`config.mk`:
```
export PLATFORM = sky130hd
export DESIGN_NAME = adcs_sequencer
export DESIGN_NICKNAME = d
export VERILOG_FILES = /design/src/common/adcs_pkg.sv /design/src/adcs_sequencer.sv
export VERILOG_INCLUDE_DIRS = /design/src /design/src/common
export SDC_FILE = /design/constraint.sdc
export NUM_CORES = 1
export LEC_CHECK = 0
export ABC_AREA = 1
export BUFFER_PORTS_ARGS = -buffer_cell sky130_fd_sc_hd__buf_2
export CORE_ASPECT_RATIO = 1.2
export CORE_MARGIN = 8
export CORE_UTILIZATION = 54
export CTS_CLUSTER_SIZE = 12
export DETAILED_ROUTE_END_ITERATION = 10
export PLACE_DENSITY = 0.91
export REMOVE_ABC_BUFFERS = 1
export SYNTH_ARGS = -nofsm -noshare
export SYNTH_HDL_FRONTEND = slang
export SYNTH_SLANG_ARGS = --single-unit
```
`constraint.sdc`:
```
create_clock -name ref_clk_in -period 3.5 [get_ports ref_clk_in]
set_input_delay 0.7 -clock ref_clk_in [delete_from_list [all_inputs] [get_ports ref_clk_in]]
set_output_delay 0.7 -clock ref_clk_in [all_outputs]
set_load 0.1 [all_outputs]
```
`src/common/adcs_defines.svh`:
```
`ifndef ADCS_DEFINES_SVH
`define ADCS_DEFINES_SVH

// Register byte offsets.
`define ADCS_OFF_CTRL 8'h00
`define ADCS_OFF_SEL 8'h04
`define ADCS_OFF_RES_LO 8'h08
`define ADCS_OFF_RES_HI 8'h0c
`define ADCS_OFF_STATUS 8'h10

// Control word fields.
`define ADCS_CTRL_EN 0
`define ADCS_CTRL_START 1
`define ADCS_CTRL_AUTO 2
`define ADCS_CTRL_DONE 3
`define ADCS_CTRL_IE 4
`define ADCS_CTRL_DIV_LO 5
`define ADCS_CTRL_FREE 8

// Selection word field, also used by the status word, then status-only fields.
`define ADCS_SEL_REF 6
`define ADCS_STAT_BUSY 8
`define ADCS_STAT_FIRST 9

// Timing in half converter clock cycles from the start of a conversion.
`define ADCS_SAMP_NORM 6'd3
`define ADCS_END_NORM 6'd26
`define ADCS_SAMP_FIRST 6'd27
`define ADCS_END_FIRST 6'd50
`define ADCS_SAMP_AUTO 6'd4
`define ADCS_END_AUTO 6'd27
`define ADCS_SAMP_FREE 6'd5
`define ADCS_END_FREE 6'd28

`define ADCS_FULL_SCALE 10'h3ff
`define ADCS_RESP_OKAY 2'b00
`define ADCS_RESP_SLVERR 2'b10

`endif

```
`src/common/adcs_pkg.sv`:
```
package adcs_pkg;

  typedef enum logic [1:0] {st_idle, st_arm, st_conv} adcs_state_t;

  // Request toward the analog core: start and sample strobes are one-cycle pulses.
  typedef struct packed {
    logic start;
    logic sample;
    logic ref_sel;
    logic [3:0] channel;
  } adcs_core_req_t;

  // Answer from the analog core; over is set when the input exceeds the reference.
  typedef struct packed {
    logic over;
    logic [9:0] code;
  } adcs_core_rsp_t;

endpackage

```
`src/adcs_sequencer.sv`:
```
`timescale 1ns/10ps
`include "adcs_defines.svh"
// Function
// - Prescaler runs while enabled, held otherwise.
// - Software start begins at next converter edge.
// - Conversion lasts 13 cycles, first 25.
// - Sample at 1.5 cycles, first at 13.5.
// - Completion stores result, sets flag, clears start.
// - Trigger resets prescaler; sample two cycles later.
// - Triggered conversion 13.5 cycles plus synchroniser.
// - Free running restarts; sample 2.5, total 14.
// - Selection buffered, copied until start, then frozen.
// - Copying resumes in last converter cycle.
// - Free-run reselection affects only later conversions.
// - Sleep entry starts a conversion when idle in single mode with interrupt enabled.
// - Completion request raised even after other wakeup.
// - Over-range input saturates at full scale.
// - Start bit reads one while converting.
// - Trigger edge starts; edges during conversion ignored.
// - Low byte read blocks updates until high read.
module adcs_sequencer (
  input wire logic ref_clk_in, // System clock.
  input wire logic nrst_in, // Synchronous reset, active low.
  input wire logic ce_in, // Clock enable; all state holds while low.
  input wire logic [7:0] s_axi_awaddr_in, // Write address.
  input wire logic s_axi_awvalid_in, // Write address valid.
  output logic s_axi_awready_out, // Write address ready.
  input wire logic [31:0] s_axi_wdata_in, // Write data.
  input wire logic [3:0] s_axi_wstrb_in, // Write byte strobes.
  input wire logic s_axi_wvalid_in, // Write data valid.
  output logic s_axi_wready_out, // Write data ready.
  output logic [1:0] s_axi_bresp_out, // Write response.
  output logic s_axi_bvalid_out, // Write response valid.
  input wire logic s_axi_bready_in, // Write response ready.
  input wire logic [7:0] s_axi_araddr_in, // Read address.
  input wire logic s_axi_arvalid_in, // Read address valid.
  output logic s_axi_arready_out, // Read address ready.
  output logic [31:0] s_axi_rdata_out, // Read data.
  output logic [1:0] s_axi_rresp_out, // Read response.
  output logic s_axi_rvalid_out, // Read data valid.
  input wire logic s_axi_rready_in, // Read data ready.
  input wire logic trig_in, // Auto-trigger source, asynchronous.
  input wire logic sleep_halt_in, // CPU halted in idle or noise-reduction sleep.
  input wire adcs_pkg::adcs_core_rsp_t core_rsp_in, // Result from the analog core.
  output adcs_pkg::adcs_core_req_t core_req_out, // Strobes and selection to the core.
  output logic irq_out // Completion interrupt request.
);

  ////////////////////////////////////////////////////////////////////////////////
  // Prescale code 0 behaves as code 1, so division runs from 2 to 128.
  function automatic logic [6:0] div_mask(input logic [2:0] code, input logic half);
    logic [2:0] k;
    k = (code == 3'h0) ? 3'h1 : code;
    if (half)
      div_mask = 7'((8'h01 << (k - 3'h1)) - 8'h01);
    else
      div_mask = 7'((8'h01 << k) - 8'h01);
  endfunction

  ////////////////////////////////////////////////////////////////////////////////
  logic en_ff, start_ff, auto_ff, done_ff, ie_ff, free_ff;
  logic nxt_en, nxt_start, nxt_auto, nxt_done, nxt_ie, nxt_free;
  logic [2:0] div_ff, nxt_div;
  logic [3:0] buf_ch_ff, nxt_buf_ch, act_ch_ff, nxt_act_ch;
  logic buf_ref_ff, nxt_buf_ref, act_ref_ff, nxt_act_ref, last_ref_ff, nxt_last_ref;
  logic first_ff, nxt_first;
  adcs_pkg::adcs_state_t state_ff, nxt_state;
  logic [6:0] presc_ff, nxt_presc;
  logic [5:0] hc_ff, nxt_hc, samp_ff, nxt_samp, end_ff, nxt_end;
  logic [9:0] result_ff, nxt_result;
  logic rlock_ff, nxt_rlock, sleep_d_ff;
  logic core_start_ff, nxt_core_start, core_sample_ff, nxt_core_sample;
  logic trig_s1_ff, trig_s2_ff, trig_s3_ff;
  logic aw_got_ff, nxt_aw_got, w_got_ff, nxt_w_got;
  logic [7:0] awaddr_ff, nxt_awaddr;
  logic [31:0] wdata_ff, nxt_wdata, rdata_ff, nxt_rdata;
  logic [3:0] wstrb_ff, nxt_wstrb;
  logic bvalid_ff, nxt_bvalid, rvalid_ff, nxt_rvalid;
  logic [1:0] bresp_ff, nxt_bresp, rresp_ff, nxt_rresp;
  logic half_tick, full_tick, trig_edge;
  logic [31:0] ctrl_word, sel_word, stat_word, wmask, ctrl_m, sel_m;
  logic [5:0] hc_inc;

  assign s_axi_awready_out = ce_in & ~aw_got_ff & ~bvalid_ff;
  assign s_axi_wready_out = ce_in & ~w_got_ff & ~bvalid_ff;
  assign s_axi_arready_out = ce_in & ~rvalid_ff;
  assign s_axi_bvalid_out = bvalid_ff;
  assign s_axi_bresp_out = bresp_ff;
  assign s_axi_rvalid_out = rvalid_ff;
  assign s_axi_rdata_out = rdata_ff;
  assign s_axi_rresp_out = rresp_ff;
  assign core_req_out = '{start: core_start_ff, sample: core_sample_ff,
                          ref_sel: act_ref_ff, channel: act_ch_ff};
  assign irq_out = done_ff & ie_ff;

  // Half ticks mark both edges of the converter clock so .5 cycle timings fit.
  assign half_tick = (presc_ff & div_mask(div_ff, 1'b1)) == div_mask(div_ff, 1'b1);
  assign full_tick = (presc_ff & div_mask(div_ff, 1'b0)) == div_mask(div_ff, 1'b0);
  // Two sync stages plus the edge stage make three CPU cycles of latency.
  assign trig_edge = trig_s2_ff & ~trig_s3_ff;
  assign hc_inc = hc_ff + 6'd1;

  always_comb
  begin
    ctrl_word = '0;
    ctrl_word[`ADCS_CTRL_EN] = en_ff;
    ctrl_word[`ADCS_CTRL_START] = start_ff | (state_ff != adcs_pkg::st_idle);
    ctrl_word[`ADCS_CTRL_AUTO] = auto_ff;
    ctrl_word[`ADCS_CTRL_DONE] = done_ff;
    ctrl_word[`ADCS_CTRL_IE] = ie_ff;
    ctrl_word[`ADCS_CTRL_DIV_LO +: 3] = div_ff;
    ctrl_word[`ADCS_CTRL_FREE] = free_ff;
    sel_word = '0;
    sel_word[3:0] = buf_ch_ff;
    sel_word[`ADCS_SEL_REF] = buf_ref_ff;
    stat_word = '0;
    stat_word[3:0] = act_ch_ff;
    stat_word[`ADCS_SEL_REF] = act_ref_ff;
    stat_word[`ADCS_STAT_BUSY] = state_ff == adcs_pkg::st_conv;
    stat_word[`ADCS_STAT_FIRST] = first_ff;
    wmask = {{8{wstrb_ff[3]}}, {8{wstrb_ff[2]}}, {8{wstrb_ff[1]}}, {8{wstrb_ff[0]}}};
    ctrl_m = (ctrl_word & ~wmask) | (wdata_ff & wmask);
    sel_m = (sel_word & ~wmask) | (wdata_ff & wmask);
  end

  ////////////////////////////////////////////////////////////////////////////////
  always_comb
  begin
    nxt_en = en_ff;
    nxt_start = start_ff;
    nxt_auto = auto_ff;
    nxt_done = done_ff;
    nxt_ie = ie_ff;
    nxt_div = div_ff;
    nxt_free = free_ff;
    nxt_buf_ch = buf_ch_ff;
    nxt_buf_ref = buf_ref_ff;
    nxt_act_ch = act_ch_ff;
    nxt_act_ref = act_ref_ff;
    nxt_last_ref = last_ref_ff;
    nxt_first = first_ff;
    nxt_state = state_ff;
    nxt_presc = presc_ff + 7'd1;
    nxt_hc = hc_ff;
    nxt_samp = samp_ff;
    nxt_end = end_ff;
    nxt_result = result_ff;
    nxt_rlock = rlock_ff;
    nxt_core_start = 1'b0;
    nxt_core_sample = 1'b0;
    nxt_aw_got = aw_got_ff;
    nxt_w_got = w_got_ff;
    nxt_awaddr = awaddr_ff;
    nxt_wdata = wdata_ff;
    nxt_wstrb = wstrb_ff;
    nxt_bvalid = bvalid_ff;
    nxt_bresp = bresp_ff;
    nxt_rvalid = rvalid_ff;
    nxt_rdata = rdata_ff;
    nxt_rresp = rresp_ff;

    // Write channel: address and data are latched independently.
    if (s_axi_awvalid_in & s_axi_awready_out)
    begin
      nxt_aw_got = 1'b1;
      nxt_awaddr = s_axi_awaddr_in;
    end
    if (s_axi_wvalid_in & s_axi_wready_out)
    begin
      nxt_w_got = 1'b1;
      nxt_wdata = s_axi_wdata_in;
      nxt_wstrb = s_axi_wstrb_in;
    end
    if (bvalid_ff & s_axi_bready_in)
      nxt_bvalid = 1'b0;
    if (aw_got_ff & w_got_ff & ~bvalid_ff)
    begin
      nxt_aw_got = 1'b0;
      nxt_w_got = 1'b0;
      nxt_bvalid = 1'b1;
      nxt_bresp = `ADCS_RESP_OKAY;
      case (awaddr_ff)
        `ADCS_OFF_CTRL:
        begin
          nxt_en = ctrl_m[`ADCS_CTRL_EN];
          nxt_auto = ctrl_m[`ADCS_CTRL_AUTO];
          nxt_ie = ctrl_m[`ADCS_CTRL_IE];
          nxt_div = ctrl_m[`ADCS_CTRL_DIV_LO +: 3];
          nxt_free = ctrl_m[`ADCS_CTRL_FREE];
          if (wstrb_ff[0] & wdata_ff[`ADCS_CTRL_START])
            nxt_start = 1'b1;
          if (wstrb_ff[0] & wdata_ff[`ADCS_CTRL_DONE])
            nxt_done = 1'b0;
        end
        `ADCS_OFF_SEL:
        begin
          nxt_buf_ch = sel_m[3:0];
          nxt_buf_ref = sel_m[`ADCS_SEL_REF];
        end
        `ADCS_OFF_RES_LO, `ADCS_OFF_RES_HI, `ADCS_OFF_STATUS: ;
        default: nxt_bresp = `ADCS_RESP_SLVERR;
      endcase
    end

    // Read channel: reading the low byte locks the result until the high byte is read.
    if (rvalid_ff & s_axi_rready_in)
      nxt_rvalid = 1'b0;
    if (s_axi_arvalid_in & s_axi_arready_out)
    begin
      nxt_rvalid = 1'b1;
      nxt_rresp = `ADCS_RESP_OKAY;
      nxt_rdata = '0;
      case (s_axi_araddr_in)
        `ADCS_OFF_CTRL: nxt_rdata = ctrl_word;
        `ADCS_OFF_SEL: nxt_rdata = sel_word;
        `ADCS_OFF_RES_LO:
        begin
          nxt_rdata[7:0] = result_ff[7:0];
          nxt_rlock = 1'b1;
        end
        `ADCS_OFF_RES_HI:
        begin
          nxt_rdata[1:0] = result_ff[9:8];
          nxt_rlock = 1'b0;
        end
        `ADCS_OFF_STATUS: nxt_rdata = stat_word;
        default: nxt_rresp = `ADCS_RESP_SLVERR;
      endcase
    end

    // Entering sleep in an idle single-conversion setup with the interrupt enabled launches a conversion.
    if (sleep_halt_in & ~sleep_d_ff & en_ff & ~auto_ff & ie_ff
        & (state_ff == adcs_pkg::st_idle))
      nxt_start = 1'b1;

    // Conversion sequencing.
    case (state_ff)
      adcs_pkg::st_idle:
      begin
        if (en_ff & auto_ff & ~free_ff & trig_edge)
        begin
          nxt_presc = '0;
          nxt_state = adcs_pkg::st_conv;
          nxt_hc = '0;
          nxt_core_start = 1'b1;
          nxt_first = 1'b0;
          nxt_last_ref = act_ref_ff;
          nxt_samp = `ADCS_SAMP_AUTO;
          nxt_end = `ADCS_END_AUTO;
          if (first_ff | (act_ref_ff != last_ref_ff))
          begin
            nxt_samp = `ADCS_SAMP_FIRST;
            nxt_end = `ADCS_END_FIRST;
          end
        end
        else if (en_ff & start_ff)
          nxt_state = adcs_pkg::st_arm;
      end
      adcs_pkg::st_arm:
      begin
        if (full_tick)
        begin
          nxt_state = adcs_pkg::st_conv;
          nxt_hc = '0;
          nxt_core_start = 1'b1;
          nxt_first = 1'b0;
          nxt_last_ref = act_ref_ff;
          nxt_samp = `ADCS_SAMP_NORM;
          nxt_end = `ADCS_END_NORM;
          if (first_ff | (act_ref_ff != last_ref_ff))
          begin
            nxt_samp = `ADCS_SAMP_FIRST;
            nxt_end = `ADCS_END_FIRST;
          end
        end
      end
      adcs_pkg::st_conv:
      begin
        if (half_tick)
        begin
          nxt_hc = hc_inc;
          if (hc_inc == samp_ff)
            nxt_core_sample = 1'b1;
          if (hc_inc == end_ff)
          begin
            nxt_done = 1'b1;
            if (~rlock_ff)
              nxt_result = core_rsp_in.over ? `ADCS_FULL_SCALE : core_rsp_in.code;
            if (auto_ff & free_ff & start_ff)
            begin
              // The new conversion locks the selection already copied.
              nxt_hc = '0;
              nxt_core_start = 1'b1;
              nxt_last_ref = act_ref_ff;
              nxt_samp = `ADCS_SAMP_FREE;
              nxt_end = `ADCS_END_FREE;
            end
            else
            begin
              nxt_start = 1'b0;
              nxt_state = adcs_pkg::st_idle;
            end
          end
        end
      end
      default: nxt_state = adcs_pkg::st_idle;
    endcase

    // Selection follows the buffer while enabled, except while a conversion holds it.
    if (en_ff & ((state_ff != adcs_pkg::st_conv) || (hc_ff >= end_ff - 6'd2)))
    begin
      nxt_act_ch = buf_ch_ff;
      nxt_act_ref = buf_ref_ff;
    end

    // Disabling aborts any conversion and holds the prescaler at zero.
    if (~en_ff)
    begin
      nxt_presc = '0;
      nxt_state = adcs_pkg::st_idle;
      nxt_start = 1'b0;
      nxt_first = 1'b1;
    end
  end

  ////////////////////////////////////////////////////////////////////////////////
  always_ff @(posedge ref_clk_in)
  begin
    if (!nrst_in)
    begin
      {en_ff, start_ff, auto_ff, done_ff, ie_ff, free_ff} <= '0;
      div_ff <= '0;
      {buf_ch_ff, act_ch_ff} <= '0;
      {buf_ref_ff, act_ref_ff, last_ref_ff} <= '0;
      first_ff <= 1'b1;
      state_ff <= adcs_pkg::st_idle;
      presc_ff <= '0;
      {hc_ff, samp_ff, end_ff} <= '0;
      result_ff <= '0;
      {rlock_ff, sleep_d_ff, core_start_ff, core_sample_ff} <= '0;
      {trig_s1_ff, trig_s2_ff, trig_s3_ff} <= '0;
      {aw_got_ff, w_got_ff, bvalid_ff, rvalid_ff} <= '0;
      awaddr_ff <= '0;
      {wdata_ff, rdata_ff} <= '0;
      wstrb_ff <= '0;
      {bresp_ff, rresp_ff} <= '0;
    end
    else if (ce_in)
    begin
      {en_ff, start_ff, auto_ff, done_ff, ie_ff, free_ff} <=
        {nxt_en, nxt_start, nxt_auto, nxt_done, nxt_ie, nxt_free};
      div_ff <= nxt_div;
      {buf_ch_ff, act_ch_ff} <= {nxt_buf_ch, nxt_act_ch};
      {buf_ref_ff, act_ref_ff, last_ref_ff} <= {nxt_buf_ref, nxt_act_ref, nxt_last_ref};
      first_ff <= nxt_first;
      state_ff <= nxt_state;
      presc_ff <= nxt_presc;
      {hc_ff, samp_ff, end_ff} <= {nxt_hc, nxt_samp, nxt_end};
      result_ff <= nxt_result;
      {rlock_ff, sleep_d_ff} <= {nxt_rlock, sleep_halt_in};
      {core_start_ff, core_sample_ff} <= {nxt_core_start, nxt_core_sample};
      {trig_s1_ff, trig_s2_ff, trig_s3_ff} <= {trig_in, trig_s1_ff, trig_s2_ff};
      {aw_got_ff, w_got_ff, bvalid_ff, rvalid_ff} <=
        {nxt_aw_got, nxt_w_got, nxt_bvalid, nxt_rvalid};
      awaddr_ff <= nxt_awaddr;
      {wdata_ff, rdata_ff} <= {nxt_wdata, nxt_rdata};
      wstrb_ff <= nxt_wstrb;
      {bresp_ff, rresp_ff} <= {nxt_bresp, nxt_rresp};
    end
  end

endmodule

```
---- Yosys cells after proc, flatten, opt, wreduce, memory -nomap -nowiden ----
Cells that the tools add are included.
cells by class
  add/sub/neg operators ................... 6
  $lt $le $gt $ge ......................... 1
  equality and inequality tests ........... 28
  shift-type cells ........................ 2
  muxes and demuxes ....................... 83
  bitwise gates (word level) .............. 47
  reductions and logical operators ........ 31
operator list
  kind                                                 count
  2-to-1 mux 6 bit                                     17
  one-hot mux 6 bit (3 select lines)                   3
  2-to-1 mux 1 bit                                     39
  equality test 8 x 4 -> 1 bit, second input constant  4
  AND 1 bit                                            28
  one-hot mux 6 bit (4 select lines)                   1
  AND 7 bit                                            3
  2-to-1 mux 7 bit                                     3
  AND 9 bit                                            2
  2-to-1 mux 2 bit                                     9
  AND reduction 2 bit                                  9
  equality test 8 x 3 -> 1 bit, second input constant  2
  equality test 8 x 5 -> 1 bit, second input constant  2
  logical NOT 8 bit                                    2
  equality test 7 bit                                  2
  << shifter 1 x 3 -> 7 bit, first input constant      2
  subtractor 7 x 1 -> 7 bit, second input constant     2
  equality test 6 bit                                  2
  nonzero test 2 bit                                   6
  2-to-1 mux 10 bit                                    1
  2-to-1 mux 5 bit                                     2
  one-hot mux 2 bit (5 select lines)                   1
  AND reduction 5 bit                                  2
  OR reduction 5 bit                                   2
  other kinds (32)                                     52
word-level totals
  register bits ........................... 124
  input port bits ......................... 73
  output and inout port bits .............. 49
  word-level logic and storage cells ...... 234

---- Depth between registers and ports, before layout ----
  depth after elaboration ................. 12
  gate-level depth with buffers ........... 19
  depth with buffers taken out ............ 18

---- Least setup slack after synthesis ----
No wires, ideal clock.
  kind .................................... input to register
  start point ............................. in ce_in
  end point ............................... reg wdata_ff[0]
  setup time .............................. 0.116 ns
  arrival ................................. 3.823 ns
  data required time ...................... 3.384 ns
  path slack .............................. -0.438 ns
  stages .................................. 7
  path buffers ............................ 2
  cells stage by stage .................... buf_4 > inv_2 > nor3_1 > nand2_1 > clkbuf_1 > o21ai_0 > nor2_1
between the ends
  longest elaborated chain between the ends .. 4
RTL lines
  what                                  RTL line               source
  from (decl)                           adcs_sequencer.sv:24   input wire logic ce_in,
  AND 1 bit (2 in a row)                adcs_sequencer.sv:85   assign s_axi_wready_out = ce_in & ~w_got_ff & ~bvalid_ff;
  via s_axi_wready_out                  adcs_sequencer.sv:31   output logic s_axi_wready_out,
  AND 1 bit                             adcs_sequencer.sv:168  if (s_axi_wvalid_in & s_axi_wready_out)
  AND reduction 2 bit (no source line)  -
  to (signal assigned)                  adcs_sequencer.sv:366  {wdata_ff, rdata_ff} <= {nxt_wdata, nxt_rdata};
  to (decl)                             adcs_sequencer.sv:76   logic [31:0] wdata_ff, nxt_wdata, rdata_ff, nxt_rdata;
The timed path passes the listed nets, and every way through them passes these cells.
A chain may end at the register's enable or synchronous reset.

==> impl_results.md <==
- Sequential element share of the synthesized area: 37.08%
- Port Buffer Count: 72
- DR iter-0 viols: 349
- Setup bufs post-CTS: 0
- Synth Area in Compound Gates: 18.14%
- DRT Wirelength: 13250 um
- Critical Path Fanout Max: 10
- Final nets: 898
- Element type at the critical path start: flip-flop
- WP data arrival: 3.27 ns
- Syn_area_per_cell: 6.982 sq um
- Vias in the first global route: 4904
- Crit Reg-Reg Endpoint: result_ff[3]$_SDFFE_PN0P_
- Count of different cell masters after synthesis: 46
- Antenna cells: 0
- PostCTS Resize Cnt: 0
- PD cells: 427.4 mW/mm^2
- Cts hold-fix bufs: 0
- CP required: 3.68 ns
- Deepest clock path buffer count: 2
- Worst-Margin Slew: 1.170 ns
- Largest family of logic cells by synthesized area: simple AND/OR/NAND/NOR gates
- Hold Path Class: reg -> reg
- CTS sink cnt: 97
- Final hold vios: 0
- Chip width: 105.9 um
- Final slew viol count: 0
- Post-synthesis simple-gate area fraction: 26.31%
- Worst hold start: awaddr_ff[4]$_SDFFE_PN0P_
- Flop2flop setup slack: 0.41 ns
- Leak: 2.606 nW
- Status: finished clean
- Post-Syn Area: 0.005236 sq mm
- Row count: 39
- Post-Synthesis Cells: 750
- Slew margin rel.: 21.92%
- Placed Area: 0.005552 sq mm
- CTS tree: built
- Clock skew: 0.01091 ns
- Min Tclk post-route: 3.087 ns
- # Max-Cap Violations: 0
- Mux share of post-synthesis cell area: 0%
- Root buf cell: clkbuf_16
- Util after Layout: 61.74%
- Die ar.: 0.01312 sq mm
- Antenna violations before repair: 0
- Endpoints failing setup: 0
- GR Overflow Total: 0
- RSZ-0062 raised after global routing: false
- CP endpoint kind: flip-flop
- Fmax: 323.9 MHz
- Xor-xnor portion of the synthesized cell area: 1.004%
- Largest net degree at the start of global routing: 58
- DP HPWL: 9671 um
- ANT nets after route: 0
- Clock slew at reported path FFs: 0.08 ns
- Reg2reg path depth: 15
- Vias per cell: 5.469
- Worst vdd ir: 0.3230 mV
- WHS Path Cells: 2
- Kind of critical path: reg -> reg
- Fill cells: 874
- Via count: 5119
- Tot Pwr: 0.002498 W
- Placer Congestion: 0.8774
- Fin area: 0.005844 sq mm
- H-tree Lvls: 3
- 1st-pass router iterations: 5
- Ports: 122
- Core Region: 0.009467 sq mm
- FF+latch count, synth: 97
- Initial Util: 55.31%
- DRC Markers: 0
- Share of cells above drive strength 1: 14.02%
- Tot GR Track Use: 20.17%
- Most frequent cells in the layout: nand2_1, dfxtp_1, inv_1
- Area grow syn2layout: 11.61%
- Later-pin clock latency in the skew report: 0.35 ns
- Die H: 123.9 um
- Final Cycle Share: 88.21%
- CTS Buf Count: 9
- WHS: 0.4576 ns
- First-pass GRT wire length: 22020 um
- YS warnings: 0
- Adder-Cell Fraction of Synth Area: 4.062%
- Hold Crit Endpoint: awaddr_ff[4]$_SDFFE_PN0P_
- Avg WL per Cell: 14.16 um
- Commonest non-fill, non-tap cell in the layout: nand2_1
## critical path, stage by stage, from the launching register on
cell     delay, ns
dfxtp_1       0.60
nand3_1       0.20
inv_1         0.12
ha_1          0.28
inv_1         0.11
nand4_1       0.11
ha_1          0.30
nor2_1        0.06
a21oi_4       0.13
nand3_1       0.12
nor2_2        0.16
nand2_4       0.11
nor3_2        0.15
nand2_1       0.25
nand2_1       0.14
a21oi_1       0.08
## through the flow
step | setup TNS (ns) | setup WS (ns) | instances
after global placement | 0 | 0.5637 | 920
after CTS | 0 | 0.4714 | 936
after detailed placement | 0 | 0.4823 | 920
final | 0 | 0.4126 | 936
after floorplan | -13.81 | -0.6791 | 718
after global routing | 0 | 0.1312 | 936
## where the power goes
group	internal, W	switching (W)	total (W)
Combinational	0.0000739	0.000298	0.000372
Sequential	0.00114	0.0000207	0.00116
Clock	0.000517	0.000453	0.000970
Total	0.00173	0.000772	0.00250
## worst max-delay path by stage
| stage | startpoint | end | depth (start not counted) |
|---|---|---|---|
| floorplan | s_axi_bvalid_out$_SDFFE_PN0P_ | wdata_ff[0]$_SDFFE_PN0P_ | 5 |
| global placement | flip-flop | result_ff[6]$_SDFFE_PN0P_ | 15 |
| detailed placement | flip-flop | result_ff[3]$_SDFFE_PN0P_ | 15 |
| CTS | flip-flop | result_ff[3]$_SDFFE_PN0P_ | 15 |
| global route | flip-flop | result_ff[5]$_SDFFE_PN0P_ | 15 |
| finish | flip-flop | result_ff[3]$_SDFFE_PN0P_ | 15 |
## cells in the mapped netlist (all sizes together)
master   number  share of area (%)
nand3        45                4.4
ha           17                4.1
o2111ai       2               0.33
nor2         84                6.4
o31ai         2               0.29
a211oi        3               0.43
a221oi        1               0.17
a21boi        1               0.14
xor2          4               0.67
clkinv        3               0.22
o21ai        61                6.0
conb          1              0.072
xnor2         2               0.33
nand3b        2               0.29
o21a          1               0.14
a21oi        82                8.2
o21bai        1               0.14
dfxtp        97                 37
buf          36                5.1
or2           1               0.12
inv          89                6.7
clkbuf       19                1.4
nand2       142                 11
a31oi         1               0.12
o211ai       12                1.7
o221ai        1               0.17
nor4          4               0.48
nor3         15                1.5
o22ai         2               0.24
nand4        19                2.3
## layout make-up
| class | instances | area (sq um) | area share [%] |
|---|---|---|---|
| clock buffers | 10 | 239.0 | 4.089 |
| clock inverters | 6 | 53.80 | 0.9206 |
| inverters | 92 | 360.3 | 6.166 |
| multi-input cells | 529 | 2683 | 45.90 |
| flip-flops and latches | 97 | 1942 | 33.23 |
| well taps | 123 | 153.9 | 2.633 |
| repair buffers | 79 | 412.9 | 7.065 |
## cell families (layout without fill, tap and decap cells)
kind of cell | after synthesis | in the layout
other | 1 | 24
AND/OR/NAND/NOR | 312 | 312
flip-flops | 97 | 97
adder cells (fa/ha/maj) | 17 | 17
XOR/XNOR | 6 | 6
buffers and inverters | 147 | 187
AO/OA/AOI/OAI | 170 | 170
## per-layer routing
metal,track usage (%),vias up,part of all wire [%]
li1,-,2544,-
met4,8.546,0,2.5
met3,2.795,31,4.5
met5,0,-,0
met1,23.84,2360,43
met2,35.98,184,50
(Power assumes the default switching activity.)
